### config.mk
export PLATFORM = sky130hd
export DESIGN_NAME = freq_loop_ratio_regs
export DESIGN_NICKNAME = d
export VERILOG_FILES = /design/src/hdl/freq_loop_pkg.sv /design/src/hdl/staged_field.sv /design/src/hdl/ratio_decode.sv /design/src/hdl/freq_loop_ratio_regs.sv
export VERILOG_INCLUDE_DIRS = /design/src /design/src/hdl
export SDC_FILE = /design/constraint.sdc
export NUM_CORES = 1
export LEC_CHECK = 0
export ABC_AREA = 1
export BUFFER_PORTS_ARGS = -buffer_cell sky130_fd_sc_hd__buf_2
export CORE_MARGIN = 3
export CORE_UTILIZATION = 50
export CTS_CLUSTER_SIZE = 20
export DETAILED_ROUTE_END_ITERATION = 10
export PLACE_DENSITY = 0.76
export SLEW_MARGIN = 20
export SYNTH_ARGS = -nofsm -noshare
export SYNTH_HDL_FRONTEND = slang
export SYNTH_HIERARCHICAL = 1
export SYNTH_SLANG_ARGS = --single-unit
### constraint.sdc
create_clock -name sys_clk -period 4.6 [get_ports sys_clk]
set_input_delay 0.46 -clock sys_clk [delete_from_list [all_inputs] [get_ports sys_clk]]
set_output_delay 0.46 -clock sys_clk [all_outputs]
set_load 0.02 [all_outputs]
### src/hdl/freq_loop_ratio_params.svh
/*
   Offsets, field positions, reset values and register constants of the
   frequency-locked loop ratio register block.
   Assumes it is included by its bare name before any user of the macros.
*/
// Operation
// - multiplier, numerator and denominator fields are plain unsigned integers, LSB one
// - while enabled, new multiplier and numerator wait for an update strobe
// - while disabled, multiplier and numerator writes take effect at once
// - update strobe is bit 15 of second control register, reads zero
// - update strobe does nothing while the loop is disabled
// - loop enable is bit 0 of first control register, resets zero
// - integer multiplier is bits 9..0 of second control register, reset 8
// - fraction numerator fills third control register, reset 0x18
// - fraction denominator fills fourth control register, reset 0x7d
// - sync ratio codes 0..4 select divide by 1, 2, 4, 8, 16
// - sync path keeps its own multiplier, numerator and denominator fields
// - nonzero numerator means fractional mode; software derives values by gcd
`ifndef FREQ_LOOP_RATIO_PARAMS_SVH
`define FREQ_LOOP_RATIO_PARAMS_SVH

// ----------------------------------------------------------------
// register offsets
// ----------------------------------------------------------------
`define OFS_LOOP_ENABLE_CTRL 16'h0171
`define OFS_INTEGER_MULT_UPDATE 16'h0172
`define OFS_FRACTION_NUMERATOR 16'h0173
`define OFS_FRACTION_DENOMINATOR 16'h0174
`define OFS_SYNC_RATIO_CTRL 16'h0180
`define OFS_SYNC_INTEGER_MULT 16'h0181
`define OFS_SYNC_FRACTION_NUM 16'h0182
`define OFS_SYNC_FRACTION_DEN 16'h0183
`define OFS_LOOP_CONFIG 16'h0184
`define OFS_LOOP_STATUS 16'h0185

// ----------------------------------------------------------------
// field positions and widths
// ----------------------------------------------------------------
`define BIT_LOOP_ENABLE 0
`define BIT_UPDATE_STROBE 15
`define INT_MULT_WIDTH 10
`define FRACTION_WIDTH 16
`define SYNC_RATIO_LSB 0
`define SYNC_GAIN_LSB 3
`define BIT_SYNC_BANDWIDTH 7
`define BIT_DENOM_STAGED 0
`define BIT_STAT_PENDING 0
`define BIT_STAT_FRACTIONAL 1
`define BIT_STAT_SYNC_FRACTIONAL 2
`define RATIO_CODE_TOP 3'h4
`define RATIO_FACTOR_TOP 5'h10

// ----------------------------------------------------------------
// reset values
// ----------------------------------------------------------------
`define RST_INTEGER_MULT 10'h008
`define RST_FRACTION_NUM 16'h0018
`define RST_FRACTION_DEN 16'h007d
`define RST_SYNC_RATIO 3'h0
`define RST_SYNC_GAIN 4'h0
`define RST_SYNC_BANDWIDTH 1'h0
`define RST_SYNC_INT_MULT 10'h008
`define RST_SYNC_FRACTION_NUM 16'h0000
`define RST_SYNC_FRACTION_DEN 16'h0001
`define RST_DENOM_STAGED 1'h0

`endif

### src/hdl/freq_loop_pkg.sv
/*
   Types and the ratio decode function of the loop ratio register block.
   Assumes the params header is reachable on the include path.
*/
`include "freq_loop_ratio_params.svh"

package freq_loop_pkg;
   typedef logic [15:0] reg_word_t;
   typedef logic [15:0] reg_addr_t;
   typedef logic [2:0] ratio_code_t;
   typedef logic [4:0] ratio_factor_t;

   // codes above the top one saturate at the largest ratio
   function automatic ratio_factor_t ratio_factor(input ratio_code_t code);
      ratio_factor = (code >= `RATIO_CODE_TOP) ? `RATIO_FACTOR_TOP : (5'h01 << code);
   endfunction : ratio_factor
endpackage : freq_loop_pkg

### src/hdl/staged_field.sv
/*
   One loop setting with a shadow copy and an active copy.
   Assumes an active-low reset already released in step with the clock,
   and a one-cycle apply pulse.
*/
`timescale 1ns/100ps
`default_nettype none

module staged_field #(
   parameter int WIDTH = 16,
   parameter logic [WIDTH-1:0] RESET_VALUE = '0
) (
   input wire logic sys_clk,
   input wire logic rstN,
   input wire logic writeEn,
   input wire logic [WIDTH-1:0] writeData,
   input wire logic staging,
   input wire logic apply,
   output logic [WIDTH-1:0] shadowValue,
   output logic [WIDTH-1:0] activeValue,
   output logic pending
);
   logic [WIDTH-1:0] shadow_reg;
   logic [WIDTH-1:0] active_reg;
   logic [WIDTH-1:0] active_next;
   logic pending_reg;
   logic pending_next;

   // a direct write wins over an apply landing in the same cycle
   assign active_next = (writeEn && !staging) ? writeData :
                        (apply ? shadow_reg : active_reg);
   // a staged write in the apply cycle keeps the flag set
   assign pending_next = (writeEn && staging) ? 1'b1 :
                         ((apply || writeEn) ? 1'b0 : pending_reg);

   always_ff @(posedge sys_clk or negedge rstN) begin
      if (!rstN) begin
         shadow_reg <= RESET_VALUE;
         active_reg <= RESET_VALUE;
         pending_reg <= 1'b0;
      end else begin
         shadow_reg <= writeEn ? writeData : shadow_reg;
         active_reg <= active_next;
         pending_reg <= pending_next;
      end
   end

   assign shadowValue = shadow_reg;
   assign activeValue = active_reg;
   assign pending = pending_reg;
endmodule : staged_field

`default_nettype wire

### src/hdl/ratio_decode.sv
/*
   Registered decode of a ratio code into its division factor.
   Assumes an active-low reset already released in step with the clock.
*/
`timescale 1ns/100ps
`default_nettype none
`include "freq_loop_ratio_params.svh"

module ratio_decode
   import freq_loop_pkg::*;
(
   input wire logic sys_clk,
   input wire logic rstN,
   input wire freq_loop_pkg::ratio_code_t code,
   output freq_loop_pkg::ratio_factor_t factor
);
   ratio_factor_t factor_reg;

   always_ff @(posedge sys_clk or negedge rstN) begin
      if (!rstN) begin
         factor_reg <= 5'h01;
      end else begin
         factor_reg <= ratio_factor(code);
      end
   end

   assign factor = factor_reg;
endmodule : ratio_decode

`default_nettype wire

### src/hdl/freq_loop_ratio_regs.sv
/*
   Register block for the loop multiplier settings of the main and the
   synchroniser path, with staged update of multiplier and numerator.
   Assumes a register master that issues one-cycle strobes, never both at
   once, and reads data one cycle after a read strobe.
*/
// Decided for this implementation: the strobed register port.
`timescale 1ns/100ps
`default_nettype none
`include "freq_loop_ratio_params.svh"

module freq_loop_ratio_regs
   import freq_loop_pkg::*;
#(
   parameter int INT_MULT_WIDTH = `INT_MULT_WIDTH,
   parameter int FRACTION_WIDTH = `FRACTION_WIDTH
) (
   input wire logic sys_clk,
   input wire logic nrst,
   input wire freq_loop_pkg::reg_addr_t regAddr,
   input wire freq_loop_pkg::reg_word_t regWrData,
   input wire logic regWr,
   input wire logic regRd,
   output freq_loop_pkg::reg_word_t regRdData,
   output logic loopEnable,
   output logic [INT_MULT_WIDTH-1:0] integerMultiplier,
   output logic [FRACTION_WIDTH-1:0] fractionNumerator,
   output logic [FRACTION_WIDTH-1:0] fractionDenominator,
   output logic fractionalMode,
   output freq_loop_pkg::ratio_code_t syncRatioDivider,
   output freq_loop_pkg::ratio_factor_t syncDivideFactor,
   output logic [3:0] syncLoopGain,
   output logic syncBandwidthSelect,
   output logic [INT_MULT_WIDTH-1:0] syncIntegerMultiplier,
   output logic [FRACTION_WIDTH-1:0] syncFractionNumerator,
   output logic [FRACTION_WIDTH-1:0] syncFractionDenominator,
   output logic syncFractionalMode
);
   // ----------------------------------------------------------------
   // reset release
   // ----------------------------------------------------------------
   logic rstMeta_reg;
   logic rstSync_reg;
   logic rstN;

   always_ff @(posedge sys_clk or negedge nrst) begin
      if (!nrst) begin
         rstMeta_reg <= 1'b0;
         rstSync_reg <= 1'b0;
      end else begin
         rstMeta_reg <= 1'b1;
         rstSync_reg <= rstMeta_reg;
      end
   end

   assign rstN = rstSync_reg;

   // ----------------------------------------------------------------
   // write decode
   // ----------------------------------------------------------------
   logic wrCtrl1;
   logic wrCtrl2;
   logic wrNum;
   logic wrDen;
   logic wrSyncCtrl;
   logic wrSyncN;
   logic wrSyncNum;
   logic wrSyncDen;
   logic wrConfig;
   logic strobeWrite;

   assign wrCtrl1 = regWr && (regAddr == `OFS_LOOP_ENABLE_CTRL);
   assign wrCtrl2 = regWr && (regAddr == `OFS_INTEGER_MULT_UPDATE);
   assign wrNum = regWr && (regAddr == `OFS_FRACTION_NUMERATOR);
   assign wrDen = regWr && (regAddr == `OFS_FRACTION_DENOMINATOR);
   assign wrSyncCtrl = regWr && (regAddr == `OFS_SYNC_RATIO_CTRL);
   assign wrSyncN = regWr && (regAddr == `OFS_SYNC_INTEGER_MULT);
   assign wrSyncNum = regWr && (regAddr == `OFS_SYNC_FRACTION_NUM);
   assign wrSyncDen = regWr && (regAddr == `OFS_SYNC_FRACTION_DEN);
   assign wrConfig = regWr && (regAddr == `OFS_LOOP_CONFIG);
   assign strobeWrite = wrCtrl2 && regWrData[`BIT_UPDATE_STROBE];

   // ----------------------------------------------------------------
   // control flops
   // ----------------------------------------------------------------
   logic loopEnable_reg;
   logic applyPulse_reg;
   logic denomStaged_reg;
   logic fractionalMode_reg;
   logic syncFractionalMode_reg;
   ratio_code_t syncRatio_reg;
   logic [3:0] syncGain_reg;
   logic syncBandwidth_reg;
   logic [INT_MULT_WIDTH-1:0] syncN_reg;
   logic [FRACTION_WIDTH-1:0] syncNum_reg;
   logic [FRACTION_WIDTH-1:0] syncDen_reg;

   always_ff @(posedge sys_clk or negedge rstN) begin
      if (!rstN) begin
         loopEnable_reg <= 1'b0;
         applyPulse_reg <= 1'b0;
         denomStaged_reg <= `RST_DENOM_STAGED;
      end else begin
         loopEnable_reg <= wrCtrl1 ? regWrData[`BIT_LOOP_ENABLE] : loopEnable_reg;
         // the strobe itself is never stored, so it reads back as zero
         applyPulse_reg <= strobeWrite && loopEnable_reg;
         denomStaged_reg <= wrConfig ? regWrData[`BIT_DENOM_STAGED] : denomStaged_reg;
      end
   end

   // sync fields are taken straight; nothing in the sync path is staged
   always_ff @(posedge sys_clk or negedge rstN) begin
      if (!rstN) begin
         syncRatio_reg <= `RST_SYNC_RATIO;
         syncGain_reg <= `RST_SYNC_GAIN;
         syncBandwidth_reg <= `RST_SYNC_BANDWIDTH;
         syncN_reg <= `RST_SYNC_INT_MULT;
         syncNum_reg <= `RST_SYNC_FRACTION_NUM;
         syncDen_reg <= `RST_SYNC_FRACTION_DEN;
      end else begin
         if (wrSyncCtrl) begin
            syncRatio_reg <= regWrData[`SYNC_RATIO_LSB +: 3];
            syncGain_reg <= regWrData[`SYNC_GAIN_LSB +: 4];
            syncBandwidth_reg <= regWrData[`BIT_SYNC_BANDWIDTH];
         end
         syncN_reg <= wrSyncN ? regWrData[INT_MULT_WIDTH-1:0] : syncN_reg;
         syncNum_reg <= wrSyncNum ? regWrData[FRACTION_WIDTH-1:0] : syncNum_reg;
         syncDen_reg <= wrSyncDen ? regWrData[FRACTION_WIDTH-1:0] : syncDen_reg;
      end
   end

   // ----------------------------------------------------------------
   // staged main path fields
   // ----------------------------------------------------------------
   logic [INT_MULT_WIDTH-1:0] nShadow;
   logic [INT_MULT_WIDTH-1:0] nActive;
   logic [FRACTION_WIDTH-1:0] numShadow;
   logic [FRACTION_WIDTH-1:0] numActive;
   logic [FRACTION_WIDTH-1:0] denShadow;
   logic [FRACTION_WIDTH-1:0] denActive;
   logic nPending;
   logic numPending;
   logic denPending;
   logic denStaging;

   // staging the denominator is optional; off, it drives the loop at once
   assign denStaging = loopEnable_reg && denomStaged_reg;

   staged_field #(
      .WIDTH(INT_MULT_WIDTH),
      .RESET_VALUE(`RST_INTEGER_MULT)
   ) u_intMult (
      .sys_clk(sys_clk),
      .rstN(rstN),
      .writeEn(wrCtrl2),
      .writeData(regWrData[INT_MULT_WIDTH-1:0]),
      .staging(loopEnable_reg),
      .apply(applyPulse_reg),
      .shadowValue(nShadow),
      .activeValue(nActive),
      .pending(nPending)
   );

   staged_field #(
      .WIDTH(FRACTION_WIDTH),
      .RESET_VALUE(`RST_FRACTION_NUM)
   ) u_numerator (
      .sys_clk(sys_clk),
      .rstN(rstN),
      .writeEn(wrNum),
      .writeData(regWrData[FRACTION_WIDTH-1:0]),
      .staging(loopEnable_reg),
      .apply(applyPulse_reg),
      .shadowValue(numShadow),
      .activeValue(numActive),
      .pending(numPending)
   );

   staged_field #(
      .WIDTH(FRACTION_WIDTH),
      .RESET_VALUE(`RST_FRACTION_DEN)
   ) u_denominator (
      .sys_clk(sys_clk),
      .rstN(rstN),
      .writeEn(wrDen),
      .writeData(regWrData[FRACTION_WIDTH-1:0]),
      .staging(denStaging),
      .apply(applyPulse_reg),
      .shadowValue(denShadow),
      .activeValue(denActive),
      .pending(denPending)
   );

   ratio_decode u_syncRatio (
      .sys_clk(sys_clk),
      .rstN(rstN),
      .code(syncRatio_reg),
      .factor(syncDivideFactor)
   );

   // mode flags lag the active values by one cycle; the core only samples them
   always_ff @(posedge sys_clk or negedge rstN) begin
      if (!rstN) begin
         fractionalMode_reg <= 1'b1;
         syncFractionalMode_reg <= 1'b0;
      end else begin
         fractionalMode_reg <= (numActive != '0);
         syncFractionalMode_reg <= (syncNum_reg != '0);
      end
   end

   // ----------------------------------------------------------------
   // read path
   // ----------------------------------------------------------------
   reg_word_t readValue;
   reg_word_t statusWord;
   reg_word_t syncCtrlWord;
   reg_word_t rdData_reg;

   assign statusWord = {13'h0000, syncFractionalMode_reg, fractionalMode_reg,
                        nPending || numPending || denPending};
   assign syncCtrlWord = {8'h00, syncBandwidth_reg, syncGain_reg, syncRatio_reg};
   // fields are unsigned integers, so reads return the bits unchanged
   assign readValue =
      (regAddr == `OFS_LOOP_ENABLE_CTRL) ? {15'h0000, loopEnable_reg} :
      (regAddr == `OFS_INTEGER_MULT_UPDATE) ?
         reg_word_t'(nShadow) :
      (regAddr == `OFS_FRACTION_NUMERATOR) ? reg_word_t'(numShadow) :
      (regAddr == `OFS_FRACTION_DENOMINATOR) ? reg_word_t'(denShadow) :
      (regAddr == `OFS_SYNC_RATIO_CTRL) ? syncCtrlWord :
      (regAddr == `OFS_SYNC_INTEGER_MULT) ? reg_word_t'(syncN_reg) :
      (regAddr == `OFS_SYNC_FRACTION_NUM) ? reg_word_t'(syncNum_reg) :
      (regAddr == `OFS_SYNC_FRACTION_DEN) ? reg_word_t'(syncDen_reg) :
      (regAddr == `OFS_LOOP_CONFIG) ? {15'h0000, denomStaged_reg} :
      (regAddr == `OFS_LOOP_STATUS) ? statusWord :
      16'h0000;

   always_ff @(posedge sys_clk or negedge rstN) begin
      if (!rstN) begin
         rdData_reg <= 16'h0000;
      end else begin
         rdData_reg <= regRd ? readValue : 16'h0000;
      end
   end

   // ----------------------------------------------------------------
   // outputs
   // ----------------------------------------------------------------
   assign regRdData = rdData_reg;
   assign loopEnable = loopEnable_reg;
   assign integerMultiplier = nActive;
   assign fractionNumerator = numActive;
   assign fractionDenominator = denActive;
   assign fractionalMode = fractionalMode_reg;
   assign syncRatioDivider = syncRatio_reg;
   assign syncLoopGain = syncGain_reg;
   assign syncBandwidthSelect = syncBandwidth_reg;
   assign syncIntegerMultiplier = syncN_reg;
   assign syncFractionNumerator = syncNum_reg;
   assign syncFractionDenominator = syncDen_reg;
   assign syncFractionalMode = syncFractionalMode_reg;
endmodule : freq_loop_ratio_regs

`default_nettype wire

After elaboration in Yosys (flattened, before gate mapping) --
Index checks and enable logic that the tools add are counted.
Cells by class: magnitude comparators 1, equality and inequality tests 10, shifts and indexed selects 1, mux-type cells 24, reduce and logical (&&, ||, !) cells 33
Operators by type and width (number):
- $mux 16 | 13
- $eq 16x9->1 const B | 10
- $reduce_bool 16->1 | 2
- $mux 10 | 2
- $logic_and 1x1->1 | 18
- $reduce_bool 2->1 | 6
- $mux 1 | 6
- $mux 3 | 2
- $logic_or 1x1->1 | 5
- $mux 5 | 1
- $shl 1x3->5 const A | 1
- $ge 3x3->1 const B | 1
- $logic_not 1->1 | 2
Word-level totals: register bits after elaboration 165, input port bits 36, output and inout port bits 116, logic and storage cells 93

Depth between registers and ports, before layout --
Gate-level depths: netlist of the first run.
depth after elaboration 13, depth in mapped cells 14, gate-level depth less buffers 13

Cells and area by module --
The synthesis of the first run kept the hierarchy.
Modules (own cells, without submodules):
- freq_loop_ratio_regs | instances 1, cells an instance 457, area each 3712.3 um2, seq. area each 1830.5 um2
- staged_field (u_denominator) | instances 1, cells an instance 195, area each 1586.5 um2, seq. area each 840.8 um2
- staged_field (u_numerator) | instances 1, cells an instance 195, area each 1576.5 um2, seq. area each 830.8 um2
- staged_field (u_intMult) | instances 1, cells an instance 124, area each 985.9 um2, seq. area each 528.0 um2
- ratio_decode | instances 1, cells an instance 15, area each 168.9 um2, seq. area each 126.4 um2

Least setup slack after synthesis of the first run --
Ideal clock, no wire load.
path kind input to register, start input regAddr[3], end register u_intMult.active_reg[0] (netlist: u_intMult/activeValue[0]), setup time 0.125 ns, data arrival time 1.988 ns, data required time 4.475 ns, setup slack 2.487 ns, cell stages on the path 12, path buffers 2, path through inv_1 > nand2_2 > nor3_2 > inv_2 > nor2_1 > inv_1 > clkbuf_1 > nor2_1 > nand2_2 > buf_2 > nand3_1 > nand3_1
Between the ends: cells in the longest elaborated chain, start to end 4, elaborated cells between the ends (all ways) 5, classes of those cells eq/ne (1); mux (1); reduce/logical (3)
Ends and longest elaborated chain:
- start: declaration | RTL line freq_loop_ratio_regs.sv:20 | input wire freq_loop_pkg::reg_addr_t regAddr,
- $eq 16x9->1 (no source line) (*)
- $logic_and 1x1->1 (*) | RTL line freq_loop_ratio_regs.sv:73 | assign wrCtrl2 = regWr && (regAddr == `OFS_INTEGER_MULT_UPDATE);
- named net wrCtrl2 | RTL line freq_loop_ratio_regs.sv:62 | logic wrCtrl2;
- $logic_and 1x1->1 (*) | RTL line staged_field.sv:30 | assign active_next = (writeEn && !staging) ? writeData :
- $mux 10 or $reduce_bool 2->1 (tied branches)
- end signal: assignment | RTL line staged_field.sv:43 | active_reg <= active_next;
- end: declaration | RTL line staged_field.sv:24 | logic [WIDTH-1:0] active_reg;
Mark *: on every way through the listed nets, which the timed path passes. The rest lies on a longest branch. A chain may end at the register's enable or synchronous reset.

Final worst setup path of the first run --
start input regAddr[15], end register u_intMult.active_reg[0] (netlist: u_intMult/activeValue[0])
Same word-level chain as after synthesis.

==> results of run 1 <==
==> critical path, delay by kind of cell <==
kind | cells | cell delay [ns]
and+or+nand+nor | 9 | 2.21
buffers and inverters | 3 | 0.44
==> final cells by class <==
class | instances | area [um2] | share of cell area, %
well taps | 211 | 264 | 2.83
multi-input cells | 670 | 3120 | 33.5
clock buffers | 18 | 429 | 4.60
repair buffers | 158 | 811 | 8.69
flip-flops and latches | 165 | 4160 | 44.6
clock inverters | 14 | 153 | 1.64
inverters | 103 | 389 | 4.17
==> worst paths after layout <==
kind | from | to | slack, ns | cells after the start
min in group sys_clk | regWrData[5] | u_denominator/shadowValue[5] | 0.30 | 3
worst max register to register | applyPulse_reg | u_denominator/pending | 2.75 | 4
max in group asynchronous | rstN | regRdData[4] | 3.15 | 1
worst min-delay path | rstN | u_denominator/activeValue[8] | 0.18 | 0
worst min register to register | rstN | u_denominator/activeValue[8] | 0.18 | 0
worst max-delay path | regAddr[15] | u_intMult/activeValue[0] | 1.79 | 12
==> metal layers <==
layer  vias up  global-route usage (%)  wire length [um]  share of wire, %
met1      3512                    37.1              9840                42
met4         0                    9.99               657               2.8
met3        48                    5.10              1950               8.3
met5         -                       0                 0                 0
li1       3418                       -                 -                 -
met2       357                    42.2             11100                47
==> stage by stage <==
stage / total power, mW / setup slack [ns] / utilization, % / instances / hold slack (ns)
after CTS: 3.00 / 1.91 / 60.2 / 1339 / 0.195
after global placement: 1.59 / 1.59 / 56.4 / 1306 / 0.188
after detailed placement: 1.59 / 1.50 / 56.4 / 1306 / 0.193
final: 2.99 / 1.79 / 60.2 / 1339 / 0.184
after global routing: 3.07 / 1.58 / 60.2 / 1339 / 0.207
after floorplan: 1.54 / 1.89 / - / 986 / 0.164
==> power by group through the flow <==
stage | Clock (mW) | Combinational [mW] | Sequential [mW]
after floorplan | 0 | 0.0349 | 1.50
after global placement | 0 | 0.106 | 1.48
after detailed placement | 0 | 0.106 | 1.48
after CTS | 1.43 | 0.108 | 1.46
after global routing | 1.50 | 0.118 | 1.46
final | 1.43 | 0.107 | 1.46
==> cell usage after synthesis (all sizes together) <==
cell	number
a31oi	1
o211ai	1
clkinv	1
o211a	1
dfrtp	143
dfstp	22
buf	36
nand4	16
or2	1
nor3	2
nor2	42
clkbuf	12
o21ai	112
a21oi	11
conb	1
nand3	103
o2111ai	1
nand3b	2
nor4	11
a41oi	6
mux2i	1
nand2	358
inv	102
==> kinds of logic (layout without fill, tap and decap cells) <==
| family | count (synthesis) | count (layout) |
|---|---|---|
| simple gates | 535 | 535 |
| other cells | 1 | 1 |
| mux | 1 | 1 |
| compound gates | 133 | 133 |
| buf+inv | 151 | 293 |
| flops | 165 | 165 |
==> qor.txt, run 1 <==
status: finished clean
CP arrival: 3.12 ns
CP Capture Type: flip-flop
hold buffer count at CTS: 1
clock sinks: 165
post-synthesis compound-gate area fraction: 9.15%
DRC violations left: 0
Clock Pin Slew Worst Setup and Hold Paths: 0.06 ns
Clock Root Buffer: clkbuf_16
FP Rows: 45
GR Overflow Total: 0
NetSw: 0.713 mW
Final Hold Viols: 0
Die H: 133 um
CTS resizes: 0
area grow syn2layout: 16.2%
Clock power frac: 47.8%
RSZ-0062 raised after global routing: no
slowest stage cell, crit path: nor2_1
core area: 15500 um2
total negative slack: 0 ns
Internal Power: 2.28 mW
VDD IR max: 0.266 mV
max-slew violations: 0
Yosys top cell area share: 44.6%
fin crit share: 61.1%
GPL Wtd Cong: 0.939
Setup CP Type: in -> reg
XOR/XNOR share of the synthesized area: 0%
Yosys Warn Count: 6
GRT Util Overall: 26.8%
Worst-Margin Slew: 1.02 ns
Starting DRT DRC Count: 966
maxcap violations: 0
initial antenna violation count: 0
CP required: 4.91 ns
DRT Wirelength: 23.6 mm
Setup Skew: 0.00981 ns
vias per cell: 5.48
largest net degree at the start of global routing: 81
combinational share of power: 3.6%
IO Pins: 152
PwrDens: 321 nW/um2
gate count of the mapped netlist: 986
first-pass GRT wire length: 36.8 mm
die area: 17600 um2
DR vias: 7335
share of layout cells above drive strength 1: 22.8%
largest family of logic cells by synthesized area: simple AND/OR/NAND/NOR gates
Finish-stage setup viols: 0
H-tree levels: 4
post-synthesis mux area share: 0.125%
Cell variety after synth: 35
syn_area_per_cell: 8.14 um2
fin crit period: 2.81 ns
leak pwr: 4.89 nW
part of the power in registers: 48.7%
CTS tree: built
min-delay worst type: reg -> async
Simple-Gate Fraction of Synth Area: 29.6%
final antenna-violating net count: 0
die width: 133 um
CP max stage delay: 0.80 ns
IO Port Bufs: 151
total setup buffers inserted after CTS: 0
first drt pass iteration count: 6
Avg WL per Cell: 17.6 um
# nets final: 1151
CP Launch Type: input port
number of CTS-inserted buffers: 17
Max FO, Critical Path: 20
Mapped Nets: 1022
Starting Density: 51.9%
most used cell, CP: nor2_1
top area cells in the synthesized netlist: dfrtp_1, nand2_1, dfstp_2
post-synthesis register bit count: 165
Clock Latency Late Sink: 0.44 ns
FILL cells: 1373
Synth Cell Area: 8030 um2
maximum clock rate: 356 MHz
Cell Area, Placed: 8740 um2
clk buf depth: 2
most common cell after layout, fill and taps aside: nand2_1
biggest area consumer among synthesized cells: dfrtp_1
adder-cell share of the synthesized area: 0%
slew margin rel.: 31.5%
Final HPWL DP: 16.8 mm
diode count: 0
sequential area share after synthesis: 51.8%
vias in the first global route: 6869
cell breakdown of the critical path: buf_2, nor2_1, nand2_2, nor2_8, nand2_1, nor2_1, buf_4, inv_1, nor2_1, nand2_2, nand2_1, nand3_1
finished layout cell area: 9330 um2
most frequent cells in the layout: nand2_1, buf_2, dfrtp_1, nand3_1, inv_1
Sw Ratio: 23.8%
Power figures use the tool's default switching activity.
==> run 2, diff against run 1 <==
--- a/config.mk
+++ b/config.mk
@@ -6,13 +6,13 @@
 export SDC_FILE = /design/constraint.sdc
 export NUM_CORES = 1
 export LEC_CHECK = 0
-export ABC_AREA = 1
+export ABC_AREA = 0
 export BUFFER_PORTS_ARGS = -buffer_cell sky130_fd_sc_hd__buf_2
 export CORE_MARGIN = 3
-export CORE_UTILIZATION = 50
+export CORE_UTILIZATION = 56
 export CTS_CLUSTER_SIZE = 20
 export DETAILED_ROUTE_END_ITERATION = 10
-export PLACE_DENSITY = 0.76
+export PLACE_DENSITY = 0.81
 export SLEW_MARGIN = 20
 export SYNTH_ARGS = -nofsm -noshare
 export SYNTH_HDL_FRONTEND = slang
==> constraint.sdc (replaced) <==
create_clock -name sys_clk -period 2.75 [get_ports sys_clk]
set_input_delay 0.275 -clock sys_clk [delete_from_list [all_inputs] [get_ports sys_clk]]
set_output_delay 0.275 -clock sys_clk [all_outputs]
set_load 0.02 [all_outputs]
==> run 2 against run 1 <==
  * Sequential share of layout area decreased by 0.54 points
  * Global-route usage increased by 2.3 points
  * Core utilization increased by 9.7 points
  * Clock skew decreased by 0.0036 ns
  * Critical path type unchanged
  * First-iteration DRC count decreased by 40%
==> qor.txt, run 2 <==
CP required: 3.05 ns (-1.86 ns)
Main synth FF type: dfrtp_1
maxcap violations: 0 (unchanged)
DRC violations left: 0 (unchanged)
Avg WL per Cell: 24.0 um (+36%)
area grow syn2layout: 19.6%
post-synthesis register bit count: 165 (unchanged)
syn_area_per_cell: 13.6 um2 (+67%)
CTS tree: built
Die H: 125 um (-6.0%)
largest net degree at the start of global routing: 75 (-7.4%)
biggest area consumer among synthesized cells: dfrtp_1
Internal Power: 3.85 mW (+69%)
die width: 125 um (-6.0%)
die area: 15600 um2 (-12%)
Starting DRT DRC Count: 582 (-40%)
# nets final: 782 (-32%)
top-count cell post-synth: dfrtp_1
slowest stage cell, crit path: or4bb_1
total setup buffers inserted after CTS: 0 (unchanged)
Worst-Margin Slew: 0.682 ns (-0.343 ns)
GPL Wtd Cong: 0.909 (-3.2%)
Synth Cell Area: 7900 um2 (-1.7%)
Setup Skew: 0.00618 ns (-0.00363 ns)
DRT Wirelength: 22.5 mm (-4.7%)
IO Port Bufs: 151 (unchanged)
H-tree levels: 4 (unchanged)
Finish-stage setup viols: 0 (unchanged)
most frequent cells in the layout: buf_2, dfrtp_1, mux2_2, mux2_4, a21oi_1
Setup WS post-layout: 0.608 ns (-1.18 ns)
first drt pass iteration count: 5 (-1)
sequential area share after synthesis: 52.6% (+0.88 points)
first-pass GRT wire length: 34.8 mm (-5.4%)
Yosys top cell area share: 45.3% (+0.76 points)
Clock Pin Slew Worst Setup and Hold Paths: 0.06 ns (about the same)
CP max stage delay: 0.58 ns (-0.22 ns)
Setup CP Type: in -> reg
RSZ-0062 raised after global routing: no
CTS resizes: 0 (unchanged)
Setup Slack @ Placement: 0.198 ns (-1.30 ns)
CP Capture Type: flip-flop
ys async rst share: 100% (unchanged)
initial antenna violation count: 0 (unchanged)
GR Overflow Total: 0 (unchanged)
GRT Util Overall: 29.0% (+2.3 points)
clk buf depth: 2 (unchanged)
min-delay worst type: in -> reg
Clock Root Buffer: clkbuf_16
vias in the first global route: 5919 (-14%)
core area: 13500 um2 (-13%)
FP Rows: 42 (-6.7%)
maximum clock rate: 467 MHz
Final Hold Viols: 0 (unchanged)
number of CTS-inserted buffers: 17 (unchanged)
NetSw: 1.09 mW (+53%)
CP Launch Type: input port
Starting Density: 58.5% (+6.6 points)
vias per cell: 6.11 (+12%)
worst path bufs/invs: 2 (-1)
DR vias: 5716 (-22%)
cell breakdown of the critical path: buf_2, buf_4, or4bb_1, nor4_4, nand2_2, mux2_2
gate count of the mapped netlist: 581 (-41%)
Clock power frac: 46.8% (-1.0 points)
PwrDens: 523 nW/um2 (+63%)
top cell types by occurrence after synthesis: dfrtp_1, mux2_2, mux2_4
VDD IR max: 0.394 mV (+48%)
combinational share of power: 3.7% (about the same)
Worst path top cell family by delay: simple AND/OR/NAND/NOR gates
diode count: 0 (unchanged)
final core occ: 69.9% (+9.7 points)
share of layout cells above drive strength 1: 55.7% (+33 points)
most common cell after layout, fill and taps aside: buf_2
Max FO, Critical Path: 16 (-20%)
max-slew violations: 0 (unchanged)
IO Pins: 152 (unchanged)
status: finished clean
Mapped Nets: 617 (-40%)
total negative slack: 0 ns (unchanged)
CP arrival: 2.44 ns (-0.68 ns)
final antenna-violating net count: 0 (unchanged)
Clock Latency Late Sink: 0.43 ns (about the same)
slew margin rel.: 54.1% (+23 points)
Cell variety after synth: 54 (+54%)
setup slack, reg-to-reg: 0.92 ns (-1.83 ns)
clock sinks: 165 (unchanged)
Yosys Warn Count: 6 (unchanged)
Final HPWL DP: 15.8 mm (-5.5%)
Sw Ratio: 22.1% (-1.8 points)
Post-synth EDFFs: 0 (unchanged)
fin crit share: 77.9%
top area cells in the synthesized netlist: dfrtp_1, mux2_2, mux2_4
part of the power in registers: 49.5% (+0.8 points)
FILL cells: 938 (-32%)
leak pwr: 4.88 nW (-0.19%)
fin crit period: 2.14 ns
## run 2: logic make-up after synthesis
kind of cell	Yosys count	share of synthesized area (%)
DFF	165	52.6
and+or+nand+nor	107	8.57
AOI/OAI and AO/OA	87	6.94
other	1	0.0475
buffers and inverters	42	3.63
muxes	179	28.2
## run 2: worst reg2reg max path: cells and delay by family, from the launching register on
| family | cells | cell delay (ns) |
|---|---|---|
| muxes | 2 | 0.62 |
| DFF | 1 | 0.76 |
| buffers and inverters | 1 | 0.33 |
## run 2: layer usage
metal,routed length [um],part of all wire (%),track usage (%),vias up
met1,9390,42,38.5,2901
met5,0,0,0,-
met2,10900,49,46.8,278
li1,-,-,-,2481
met3,1610,7.2,6.35,56
met4,568,2.5,11.5,0
## run 2: layout make-up
type                       count  area [um2]  share of cell area, %
sequential                   165        4160                   44.1
multi-input combinational    374        3460                   36.6
timing repair buffer         179        1010                   10.7
clock buffer                  24         462                   4.89
tap                          176         220                   2.33
clock inverter                 8         103                   1.09
inverter                       9        33.8                  0.358
## run 2: final timing paths
check,to,cells past startpoint,start
worst max-delay path,syncFractionDenominator[13],6,regAddr[1]
worst min-delay path,regRdData[0],3,regRd
worst max register to register,u_denominator/activeValue[15],3,applyPulse_reg
worst min register to register,u_intMult/shadowValue[0],0,rstN
max in group asynchronous,u_denominator/shadowValue[6],1,rstN
min in group asynchronous,rstMeta_reg,2,nrst
## run 2: power groups by stage
stage	combinational, mW	clock (mW)	sequential (mW)
final	0.182	2.31	2.45
after global routing	0.199	2.44	2.45
after CTS	0.181	2.33	2.45
after detailed placement	0.179	0	2.49
after global placement	0.178	0	2.49
after floorplan	0.0544	0	2.51
## run 2: timing repair
item / CTS / global route
hold endpoints to repair: 2 / 0
hold buffers: 1 / 0
setup endpoints to repair: 0 / 0
## run 2: metrics by stage
stage | hold slack, ns | power (mW) | cell area [um2] | std cells
2_1_floorplan | -0.0206 | 2.57 | 7900 | 581
3_3_place_gp | 0.0595 | 2.67 | 8870 | 902
3_5_place_dp | 0.0627 | 2.67 | 8870 | 902
4_1_cts | 0.123 | 4.96 | 9450 | 935
5_1_grt | 0.157 | 5.08 | 9450 | 935
6_report | 0.127 | 4.94 | 9450 | 935
